`src/rtl/dps_pkg.sv`:
```
// dps_pkg: register map, field limits, reset values and timing counts
// for the drive protection supervisor; assumes a 40 MHz system clock.
package dps_pkg;
  localparam int CLK_HZ = 40000000;
  localparam int TICK_HZ = 100;
  localparam int TICK_DIV = CLK_HZ / TICK_HZ;
  localparam logic [7:0] OFS_CURLIM = 8'h00;
  localparam logic [7:0] OFS_RETRY = 8'h04;
  localparam logic [7:0] OFS_RETRY_IVL = 8'h08;
  localparam logic [7:0] OFS_RETRY_RST = 8'h0c;
  localparam logic [7:0] OFS_STOP_A = 8'h10;
  localparam logic [7:0] OFS_STOP_B = 8'h14;
  localparam logic [7:0] OFS_UNDERLOAD = 8'h18;
  localparam logic [7:0] OFS_UL_TIME = 8'h1c;
  localparam logic [7:0] OFS_VREG = 8'h20;
  localparam logic [7:0] OFS_STATUS = 8'h24;
  localparam logic [7:0] OFS_CTRL = 8'h28;
  localparam logic [1:0] CL_SEL_RST = 2'h2;
  localparam logic [10:0] CL_LEVEL_RST = 11'h5dc;
  localparam logic [10:0] CL_LEVEL_MIN = 11'h0c8;
  localparam logic [10:0] CL_LEVEL_MAX = 11'h708;
  localparam logic [4:0] RETRY_MAX = 5'h14;
  localparam logic [11:0] RETRY_IVL_RST = 12'h032;
  localparam logic [11:0] RETRY_IVL_MAX = 12'hbb8;
  localparam logic [11:0] RETRY_RST_RST = 12'h3e8;
  localparam logic [9:0] UL_LEVEL_RST = 10'h014;
  localparam logic [12:0] UL_TIME_RST = 13'h0064;
  localparam logic [12:0] UL_TIME_MAX = 13'h1770;
  localparam logic [1:0] UL_ACT_RST = 2'h1;
  localparam logic [1:0] VREG_RST = 2'h1;
  localparam logic [1:0] UL_ACT_COAST = 2'h0;
  localparam logic [1:0] UL_ACT_STOP = 2'h1;
  localparam logic [1:0] UL_ACT_RUN = 2'h2;
  localparam logic [1:0] VREG_OFF = 2'h0;
  localparam logic [1:0] VREG_ON = 2'h1;
  localparam logic [1:0] VREG_AUTO = 2'h2;
  localparam logic [15:0] VF_STEP = 16'h0001;
  typedef enum logic [1:0] {DPS_RUN, DPS_WAIT, DPS_LATCH} dps_state_t;
endpackage

```
`src/rtl/dps_top.sv`:
```
// dps_top: drive protection supervisor with an AHB-Lite register slave.
// assumes a single-master AHB-Lite bus and synchronous sensor inputs.
// Contract
// - select 0: no current-based frequency cut
// - mode 1 over level: lower frequency
// - below level: resume prior running state
// - limit level 20.0-180.0%, default 150.0
// - current limiting only in V/F mode
// - quick limit bit, default off
// - retry count 0-20, zero disables retry
// - retry interval 0.01-30.00 s, default 0.50
// - retry only selected faults, others report
// - reset and retry until count exhausted
// - fault output during retries is selectable
// - clear retry count after restore time
// - early recurrence continues previous count
// - stop bit 0 coasts, 1 stop method
// - two stop fields, second uses four bits
// - underload detect below level for time
// - underload response: coast, stop, or signal
// - regulation 0: no voltage compensation
// - mode 1 low input, freq_out above vf_freq: maximum voltage
// - mode 1 high input: scale voltage down
// - mode 2 regulates except while decelerating
`timescale 1ns/1ps
`default_nettype none
module dps_top import dps_pkg::*; #(
  parameter int TICK_CYCLES = TICK_DIV,
  parameter int NFAULT = 12
) (
  // clocking
  input wire logic sys_clk,
  input wire logic reset,
  input wire logic clk_en,
  // ahb-lite slave
  input wire logic hsel,
  input wire logic [31:0] haddr,
  input wire logic [1:0] htrans,
  input wire logic hwrite,
  input wire logic [2:0] hsize,
  input wire logic [31:0] hwdata,
  input wire logic hready,
  output logic [31:0] hrdata,
  output logic hreadyout,
  output logic hresp,
  // drive measurements, current in 0.1% of rated
  input wire logic [10:0] out_current,
  input wire logic [15:0] in_voltage,
  input wire logic [15:0] rated_voltage,
  input wire logic [15:0] freq_cmd,
  input wire logic [15:0] vf_freq,
  input wire logic [15:0] vf_voltage,
  input wire logic [15:0] max_voltage,
  input wire logic vf_mode,
  input wire logic running,
  input wire logic decelerating,
  input wire logic dc_braking,
  input wire logic fault_reset,
  input wire logic [NFAULT-1:0] fault_in,
  // drive commands
  output logic [15:0] freq_out,
  output logic [15:0] volt_out,
  output logic cur_limiting,
  output logic quick_limit,
  output logic fault_reset_pulse,
  output logic fault_report,
  output logic fault_do,
  output logic coast_stop,
  output logic method_stop,
  output logic underload_do
);
  // configuration
  logic [1:0] current_limit_select_reg;
  logic [10:0] current_limit_level_reg;
  logic quick_limit_select_reg;
  logic [4:0] retry_count_limit_reg;
  logic retry_output_action_reg;
  logic [7:0] retry_fault_select_reg;
  logic [11:0] retry_interval_reg;
  logic [11:0] retry_restore_time_reg;
  logic [7:0] fault_stop_action_a_reg;
  logic [3:0] fault_stop_action_b_reg;
  logic underload_enable_reg;
  logic [9:0] underload_level_reg;
  logic [12:0] underload_time_reg;
  logic [1:0] underload_action_reg;
  logic [1:0] voltage_regulation_select_reg;
  // status
  dps_state_t state_reg;
  logic [4:0] retry_cnt_reg;
  logic [11:0] ivl_cnt_reg;
  logic [11:0] restore_cnt_reg;
  logic restoring_reg;
  logic [12:0] ul_cnt_reg;
  logic underload_reg;
  logic [15:0] freq_cut_reg;
  logic [NFAULT-1:0] fault_seen_reg;
  logic tick;
  // bus address phase capture
  logic wr_pend_reg;
  logic [7:0] addr_reg;

  function automatic logic [11:0] clamp12(input logic [31:0] v, input logic [11:0] lo,
                                          input logic [11:0] hi);
    if (v[31:12] != 20'h0 || v[11:0] > hi) begin
      clamp12 = hi;
    end else if (v[11:0] < lo) begin
      clamp12 = lo;
    end else begin
      clamp12 = v[11:0];
    end
  endfunction

  dps_tick #(.DIV(TICK_CYCLES)) u_tick (
    .sys_clk(sys_clk),
    .reset(reset),
    .clk_en(clk_en),
    .tick(tick)
  );

  wire logic take = hsel && hready && htrans[1];
  wire logic [NFAULT-1:0] stop_sel = {fault_stop_action_b_reg, fault_stop_action_a_reg};
  wire logic [NFAULT-1:0] retry_sel = {{(NFAULT-8){1'b0}}, retry_fault_select_reg};
  wire logic any_fault = |fault_in;
  wire logic fatal_fault = |(fault_in & ~retry_sel);
  wire logic limit_on = vf_mode && current_limit_select_reg == 2'h1;

  always_ff @(posedge sys_clk) begin
    if (reset) begin
      wr_pend_reg <= 1'b0;
      addr_reg <= 8'h0;
    end else if (clk_en && hready) begin
      wr_pend_reg <= take && hwrite;
      addr_reg <= haddr[7:0];
    end
  end

  // register writes, values outside the range are clamped
  always_ff @(posedge sys_clk) begin
    if (reset) begin
      current_limit_select_reg <= CL_SEL_RST;
      current_limit_level_reg <= CL_LEVEL_RST;
      quick_limit_select_reg <= 1'b0;
      retry_count_limit_reg <= 5'h0;
      retry_output_action_reg <= 1'b0;
      retry_fault_select_reg <= 8'h0;
      retry_interval_reg <= RETRY_IVL_RST;
      retry_restore_time_reg <= RETRY_RST_RST;
      fault_stop_action_a_reg <= 8'h0;
      fault_stop_action_b_reg <= 4'h0;
      underload_enable_reg <= 1'b0;
      underload_level_reg <= UL_LEVEL_RST;
      underload_time_reg <= UL_TIME_RST;
      underload_action_reg <= UL_ACT_RST;
      voltage_regulation_select_reg <= VREG_RST;
    end else if (clk_en && wr_pend_reg) begin
      case (addr_reg)
        OFS_CURLIM: begin
          current_limit_select_reg <= hwdata[1:0] > 2'h2 ? 2'h2 : hwdata[1:0];
          current_limit_level_reg <= 11'(clamp12({16'h0, hwdata[31:16]},
                                                 12'(CL_LEVEL_MIN), 12'(CL_LEVEL_MAX)));
          quick_limit_select_reg <= hwdata[4];
        end
        OFS_RETRY: begin
          retry_count_limit_reg <= hwdata[4:0] > RETRY_MAX ? RETRY_MAX : hwdata[4:0];
          retry_output_action_reg <= hwdata[8];
          retry_fault_select_reg <= hwdata[23:16];
        end
        OFS_RETRY_IVL: retry_interval_reg <= clamp12(hwdata, 12'h1, RETRY_IVL_MAX);
        OFS_RETRY_RST: retry_restore_time_reg <= clamp12(hwdata, 12'h1, RETRY_IVL_MAX);
        OFS_STOP_A: fault_stop_action_a_reg <= hwdata[7:0];
        OFS_STOP_B: fault_stop_action_b_reg <= hwdata[3:0];
        OFS_UNDERLOAD: begin
          underload_enable_reg <= hwdata[0];
          underload_action_reg <= hwdata[5:4] > 2'h2 ? 2'h2 : hwdata[5:4];
          underload_level_reg <= 10'(clamp12({22'h0, hwdata[25:16]}, 12'h0, 12'h3e8));
        end
        OFS_UL_TIME: underload_time_reg <= |hwdata[31:13] || hwdata[12:0] > UL_TIME_MAX ?
                                           UL_TIME_MAX : hwdata[12:0];
        OFS_VREG: voltage_regulation_select_reg <= hwdata[1:0] > 2'h2 ? 2'h2 : hwdata[1:0];
        default: ;
      endcase
    end
  end

  // read data launched at the address phase; a read right behind a write sees the old value
  always_ff @(posedge sys_clk) begin
    if (reset) begin
      hrdata <= 32'h0;
    end else if (clk_en && take && !hwrite) begin
      case (haddr[7:0])
        OFS_CURLIM: hrdata <= {5'h0, current_limit_level_reg, 11'h0, quick_limit_select_reg,
                               2'h0, current_limit_select_reg};
        OFS_RETRY: hrdata <= {8'h0, retry_fault_select_reg, 7'h0, retry_output_action_reg,
                              3'h0, retry_count_limit_reg};
        OFS_RETRY_IVL: hrdata <= {20'h0, retry_interval_reg};
        OFS_RETRY_RST: hrdata <= {20'h0, retry_restore_time_reg};
        OFS_STOP_A: hrdata <= {24'h0, fault_stop_action_a_reg};
        OFS_STOP_B: hrdata <= {28'h0, fault_stop_action_b_reg};
        OFS_UNDERLOAD: hrdata <= {6'h0, underload_level_reg, 10'h0, underload_action_reg,
                                  3'h0, underload_enable_reg};
        OFS_UL_TIME: hrdata <= {19'h0, underload_time_reg};
        OFS_VREG: hrdata <= {30'h0, voltage_regulation_select_reg};
        OFS_STATUS: hrdata <= {3'h0, retry_cnt_reg, underload_reg, cur_limiting,
                               state_reg, 4'h0, 16'(fault_seen_reg)};
        default: hrdata <= 32'h0;
      endcase
    end
  end

  always_ff @(posedge sys_clk) begin
    if (reset) begin
      hreadyout <= 1'b1;
      hresp <= 1'b0;
    end
  end

  // current limiting: step frequency down while over level, release below
  always_ff @(posedge sys_clk) begin
    if (reset) begin
      freq_cut_reg <= 16'h0;
      cur_limiting <= 1'b0;
      freq_out <= 16'h0;
      quick_limit <= 1'b0;
    end else if (clk_en) begin
      quick_limit <= quick_limit_select_reg && vf_mode;
      if (!limit_on || !running) begin
        freq_cut_reg <= 16'h0;
        cur_limiting <= 1'b0;
      end else if (out_current >= current_limit_level_reg) begin
        cur_limiting <= 1'b1;
        if (freq_cut_reg < freq_cmd) begin
          freq_cut_reg <= freq_cut_reg + VF_STEP;
        end
      end else begin
        cur_limiting <= 1'b0;
        freq_cut_reg <= 16'h0;
      end
      freq_out <= freq_cmd - (freq_cut_reg > freq_cmd ? freq_cmd : freq_cut_reg);
    end
  end

  // output voltage regulation
  always_ff @(posedge sys_clk) begin
    if (reset) begin
      volt_out <= 16'h0;
    end else if (clk_en) begin
      case (voltage_regulation_select_reg)
        VREG_OFF: volt_out <= vf_voltage;
        VREG_ON: begin
          if (in_voltage < rated_voltage && freq_out > vf_freq) begin
            volt_out <= max_voltage;
          end else if (in_voltage > rated_voltage && in_voltage != 16'h0) begin
            volt_out <= 16'((32'(vf_voltage) * 32'(rated_voltage)) / 32'(in_voltage));
          end else begin
            volt_out <= vf_voltage;
          end
        end
        VREG_AUTO: begin
          if (!decelerating && in_voltage != 16'h0) begin
            volt_out <= 16'((32'(vf_voltage) * 32'(rated_voltage)) / 32'(in_voltage));
          end else begin
            volt_out <= vf_voltage;
          end
        end
        default: volt_out <= vf_voltage;
      endcase
    end
  end

  // underload detection in 10 ms steps
  always_ff @(posedge sys_clk) begin
    if (reset) begin
      ul_cnt_reg <= 13'h0;
      underload_reg <= 1'b0;
    end else if (clk_en) begin
      if (!underload_enable_reg || !running || dc_braking ||
          out_current >= 11'(underload_level_reg)) begin
        ul_cnt_reg <= 13'h0;
        underload_reg <= 1'b0;
      end else if (ul_cnt_reg >= underload_time_reg) begin
        underload_reg <= 1'b1;
      end else if (tick) begin
        ul_cnt_reg <= ul_cnt_reg + 13'h1;
      end
    end
  end

  // retry sequencer
  always_ff @(posedge sys_clk) begin
    if (reset) begin
      state_reg <= DPS_RUN;
      retry_cnt_reg <= 5'h0;
      ivl_cnt_reg <= 12'h0;
      restore_cnt_reg <= 12'h0;
      restoring_reg <= 1'b0;
      fault_seen_reg <= '0;
      fault_reset_pulse <= 1'b0;
      fault_report <= 1'b0;
      fault_do <= 1'b0;
    end else if (clk_en) begin
      fault_reset_pulse <= 1'b0;
      fault_seen_reg <= fault_seen_reg | fault_in;
      case (state_reg)
        DPS_RUN: begin
          if (fatal_fault || (any_fault && retry_cnt_reg >= retry_count_limit_reg) ||
              (underload_reg && underload_action_reg != UL_ACT_RUN)) begin
            state_reg <= DPS_LATCH;
            fault_report <= 1'b1;
            // stop kind must follow what caused the latch, not older retried faults
            fault_seen_reg <= fault_in;
            fault_do <= 1'b1;
          end else if (any_fault) begin
            state_reg <= DPS_WAIT;
            retry_cnt_reg <= retry_cnt_reg + 5'h1;
            fault_reset_pulse <= 1'b1;
            fault_do <= retry_output_action_reg;
            ivl_cnt_reg <= 12'h0;
            restoring_reg <= 1'b0;
          end else if (restoring_reg) begin
            if (restore_cnt_reg >= retry_restore_time_reg) begin
              retry_cnt_reg <= 5'h0;
              restoring_reg <= 1'b0;
            end else if (tick) begin
              restore_cnt_reg <= restore_cnt_reg + 12'h1;
            end
          end
        end
        DPS_WAIT: begin
          if (fatal_fault) begin
            state_reg <= DPS_LATCH;
            fault_report <= 1'b1;
            fault_seen_reg <= fault_in;
            fault_do <= 1'b1;
          end else if (ivl_cnt_reg >= retry_interval_reg) begin
            state_reg <= DPS_RUN;
            ivl_cnt_reg <= 12'h0;
            restore_cnt_reg <= 12'h0;
            restoring_reg <= 1'b1;
            fault_do <= 1'b0;
          end else if (tick) begin
            ivl_cnt_reg <= ivl_cnt_reg + 12'h1;
          end
        end
        DPS_LATCH: begin
          if (fault_reset) begin
            state_reg <= DPS_RUN;
            fault_report <= 1'b0;
            fault_do <= 1'b0;
            retry_cnt_reg <= 5'h0;
            fault_seen_reg <= fault_in;
          end
        end
        default: state_reg <= DPS_RUN;
      endcase
    end
  end

  // stop kind: per-fault bit, underload response picks its own
  always_ff @(posedge sys_clk) begin
    if (reset) begin
      coast_stop <= 1'b0;
      method_stop <= 1'b0;
      underload_do <= 1'b0;
    end else if (clk_en) begin
      underload_do <= underload_reg && underload_action_reg == UL_ACT_RUN;
      if (state_reg == DPS_LATCH) begin
        if (|fault_seen_reg) begin
          method_stop <= |(fault_seen_reg & stop_sel);
          coast_stop <= |(fault_seen_reg & ~stop_sel);
        end else begin
          method_stop <= underload_action_reg == UL_ACT_STOP;
          coast_stop <= underload_action_reg == UL_ACT_COAST;
        end
      end else begin
        coast_stop <= state_reg == DPS_WAIT;
        method_stop <= 1'b0;
      end
    end
  end
endmodule
`default_nettype wire

```
`src/rtl/dps_tick.sv`:
```
// dps_tick: 10 ms time base for the supervisor's second-scale timers.
// assumes sys_clk at the package rate.
`timescale 1ns/1ps
`default_nettype none
module dps_tick import dps_pkg::*; #(
  parameter int DIV = TICK_DIV
) (
  input wire logic sys_clk,
  input wire logic reset,
  input wire logic clk_en,
  output logic tick
);
  logic [31:0] cnt_reg;

  always_ff @(posedge sys_clk) begin
    if (reset) begin
      cnt_reg <= 32'h0;
      tick <= 1'b0;
    end else if (clk_en) begin
      tick <= (cnt_reg == 32'(DIV - 1));
      if (cnt_reg == 32'(DIV - 1)) begin
        cnt_reg <= 32'h0;
      end else begin
        cnt_reg <= cnt_reg + 32'h1;
      end
    end
  end
endmodule
`default_nettype wire

```
`config.mk`:
```
export PLATFORM = sky130hd
export DESIGN_NAME = dps_top
export DESIGN_NICKNAME = d
export VERILOG_FILES = /design/src/rtl/dps_pkg.sv /design/src/rtl/dps_top.sv /design/src/rtl/dps_tick.sv
export SDC_FILE = /design/constraint.sdc
export NUM_CORES = 2
export LEC_CHECK = 0
export ABC_CLOCK_PERIOD_IN_PS = 129100
export BUFFER_PORTS_ARGS = -buffer_cell sky130_fd_sc_hd__buf_4
export CORE_MARGIN = 2
export CORE_UTILIZATION = 64
export DETAILED_ROUTE_END_ITERATION = 12
export GPL_ROUTABILITY_DRIVEN = 0
export PLACE_DENSITY = 0.81
export SLEW_MARGIN = 20
export SYNTH_ARGS = -nofsm -noshare
export SYNTH_HDL_FRONTEND = slang
export SYNTH_SLANG_ARGS = --single-unit
```
`constraint.sdc`:
```
create_clock -name sys_clk -period 129.1 [get_ports sys_clk]
set_clock_uncertainty 0.05 [all_clocks]
set_input_delay 12.91 -clock sys_clk [delete_from_list [all_inputs] [get_ports sys_clk]]
set_output_delay 12.91 -clock sys_clk [all_outputs]
set_load 0.005 [all_outputs]
```
==> flow_metrics.py <==
metrics = {
    "synthesis": {
        "synth_xor_area_share_pct": 5.63,
        "synth-edff-count": 0,
        "synth_top_family_by_area": "adder cells",
        "synthMuxAreaShare_pct": 3.69,
        "synth_top_flop_cell": "dfxtp_1",
        "synth_compound_area_share_pct": 24.1,
        "ys_seq_elements": 274,
        "syn_area_per_cell_sq_um": 7.49,
        "yosys_warnings": 0,
        "synth-adder-area-share_pct": 25.3,
        "synth_seq_area_share_pct": 11.7,
        "synthArstFlopShare_pct": 0,
        "yosys.area_share.simple_pct": 24.1,
        "syn-instance-count": 6253,
        "syn_area_sq_um": 46800,
        "ys_types": 123,
    },
    "die": {
        "ios": 273,
        "row_count": 99,
        "die_h_microns": 275,
        "die_w_microns": 275,
        "design.core.area_sq_um": 72700,
        "start_util_pct": 64.4,
        "dieArea_sq_um": 75400,
    },
    "worst_setup_path": {
        "arrival_ns": 121.80,
        "worst-setup-path-type": "in2reg",
        "cp_common_cell": "o21a_1",
        "cp.required_ns": 129.50,
        "crit_slowest_cell": "or4_1",
        "critPathLaunchType": "primary input",
        "critPathMaxStageDelay_ns": 0.81,
        "worstPathMaxFanout": 41,
        "worstSetupEndpointType": "flop",
    },
    "timing": {
        "fmax_ghz": 0.00824,
        "finalHoldWorstSlack_ns": 0.402,
        "finalSetupViolCount": 0,
        "worst_slew_pin_slew_ns": 1.15,
        "setup_tns_ns": 0,
        "rsz0062_at_grt": "no",
        "post-route-period-util_pct": 94.0,
        "max_slew_margin_pct": 22.7,
        "final-hold-violation-count": 0,
        "maxSlewViolCount": 0,
        "fin_crit_ns": 121.41,
    },
    "global_route": {
        "grt_usage_pct": 37.0,
        "overflow": 0,
        "grt_pass1_vias": 45490,
        "grt_pass1_wl_microns": 230000,
        "grt_start_max_net_pins": 88,
        "antenna_found_initial": 6,
    },
    "routing": {
        "dr_total_vias": 47705,
        "wirelength_microns": 144000,
        "drt_iter0_drc": 5040,
        "drt_pass1_iterations": 7,
        "viasPerCell": 6.51,
        "ant_nets": 0,
        "detail_route.wl_per_cell_microns": 19.6,
        "drc": 0,
    },
    "clock_tree": {
        "cts-buffers-inserted": 24,
        "clockBufferDepth": 3,
        "insertion_delay_ns": 0.56,
        "root_buffer": "clkbuf_16",
        "cts.sinks": 274,
        "path_clk_slew_ns": 0.08,
        "cts_tree": "done",
        "htreeDepth": 1,
    },
    "place": {
        "port_buffers": 236,
        "dp.cells": 7275,
        "detailed_place_hpwl_microns": 113000,
    },
    "layout": {
        "layout.nets": 7371,
        "drive_above_1_share_pct": 8.57,
        "final_cells": 7326,
        "largest_reg_flops": 32,
        "area_growth_pct": 7.17,
    },
    "status": {
        "status": "finished, final reports clean",
    },
    "min_path": {
        "min_path_type": "reg2reg",
    },
    "job": {
        "maxCapViolations": 0,
    },
}
[worst paths after layout]
check        cells past startpoint                         start  slack (ns)                         to
max                            448                 vf_voltage[0]        7.69   volt_out[0]$_SDFFE_PP0P_
min                              2       hrdata[28]$_SDFFE_PP0P_        0.40    hrdata[28]$_SDFFE_PP0P_
max reg2reg                     31  freq_cut_reg[1]$_SDFFE_PP0P_      122.44  freq_out[15]$_SDFFE_PP0P_
min reg2reg                      2       hrdata[28]$_SDFFE_PP0P_        0.40    hrdata[28]$_SDFFE_PP0P_
[cells in the mapped netlist, types with 60 or more instances]
cell type | n | area, sq um
fa_1 | 195 | 3900
a21o_1 | 133 | 998
ha_1 | 635 | 7950
xnor2_1 | 161 | 1410
clkbuf_1 | 184 | 691
o31ai_1 | 105 | 788
nor2b_1 | 74 | 463
xor2_1 | 138 | 1210
a22oi_1 | 68 | 510
a21oi_1 | 465 | 2330
nand2_1 | 643 | 2410
a211oi_1 | 60 | 450
mux2i_1 | 71 | 711
o21ai_0 | 237 | 1190
o21a_1 | 197 | 1480
dfxtp_1 | 274 | 5490
nand3_1 | 124 | 621
nand2b_1 | 79 | 494
nor3_1 | 235 | 1180
and2_1 | 165 | 1030
nor2_1 | 625 | 2350
mux2_2 | 88 | 991
nand4_1 | 69 | 432
inv_1 | 430 | 1610
[layer usage]
metal / wire [microns] / up-vias / track usage, %
met5: 0 / - / 0
met4: 7130 / 0 / 15.8
met3: 14600 / 494 / 7.21
met2: 63600 / 2189 / 60.1
met1: 58400 / 22374 / 48.0
li1: - / 22648 / -
[placed cells by master, fill, tap and decap left out, drive strengths merged, types with 124 or more instances in the layout]
master    n
a21oi   468
and2    167
buf     286
dfxtp   274
o21ai   252
o21a    197
a21o    134
inv     430
nand2   646
fa      195
nor2    626
xnor2   162
nor3    239
ha      635
xor2    138
nand3   124
[critical path: cells and delay by family]
family	cells	cell delay, ns
AOI/OAI and AO/OA	267	63.32
and+or+nand+nor	113	24.91
adders and majority gates	39	13.58
buffers and inverters	25	4.99
muxes	4	1.65
[logic make-up after synthesis]
| family | Yosys count |
|---|---|
| compound gates | 1689 |
| xor+xnor | 300 |
| fa+ha+maj | 831 |
| buf+inv | 660 |
| flops | 274 |
| mux | 161 |
| other cells | 2 |
| simple gates | 2336 |
[area by class of cell]
class / count / area [sq um]
Tap cell: 959 / 1200
Clock buffer: 30 / 663
Fill cell: 6136 / 22500
Clock inverter: 14 / 196
Sequential cell: 274 / 5490
Inverter: 431 / 1620
Timing Repair Buffer: 286 / 2150
Antenna cell: 7 / 17.5
Multi-Input combinational cell: 5325 / 38900
[per-stage QoR]
stage,setup slack (ns),util (%),cell area [sq um]
2_1_floorplan,18.02,-,46900
3_3_place_gp,10.41,67.8,49300
3_5_place_dp,8.84,67.8,49300
4_1_cts,8.99,69.0,50200
5_1_grt,0.167,69.0,50200
6_report,7.69,69.0,50200
[timing repair]
item,4_1_cts,5_1_grt
gates resized for setup,0,3
buffers inserted,0,0
hold buffers,0,0
endpoints found under the setup margin,0,1
Power is left out: the tool's default activity adds up to more than one toggle a clock period on the data nets, which glitch-free logic cannot reach.
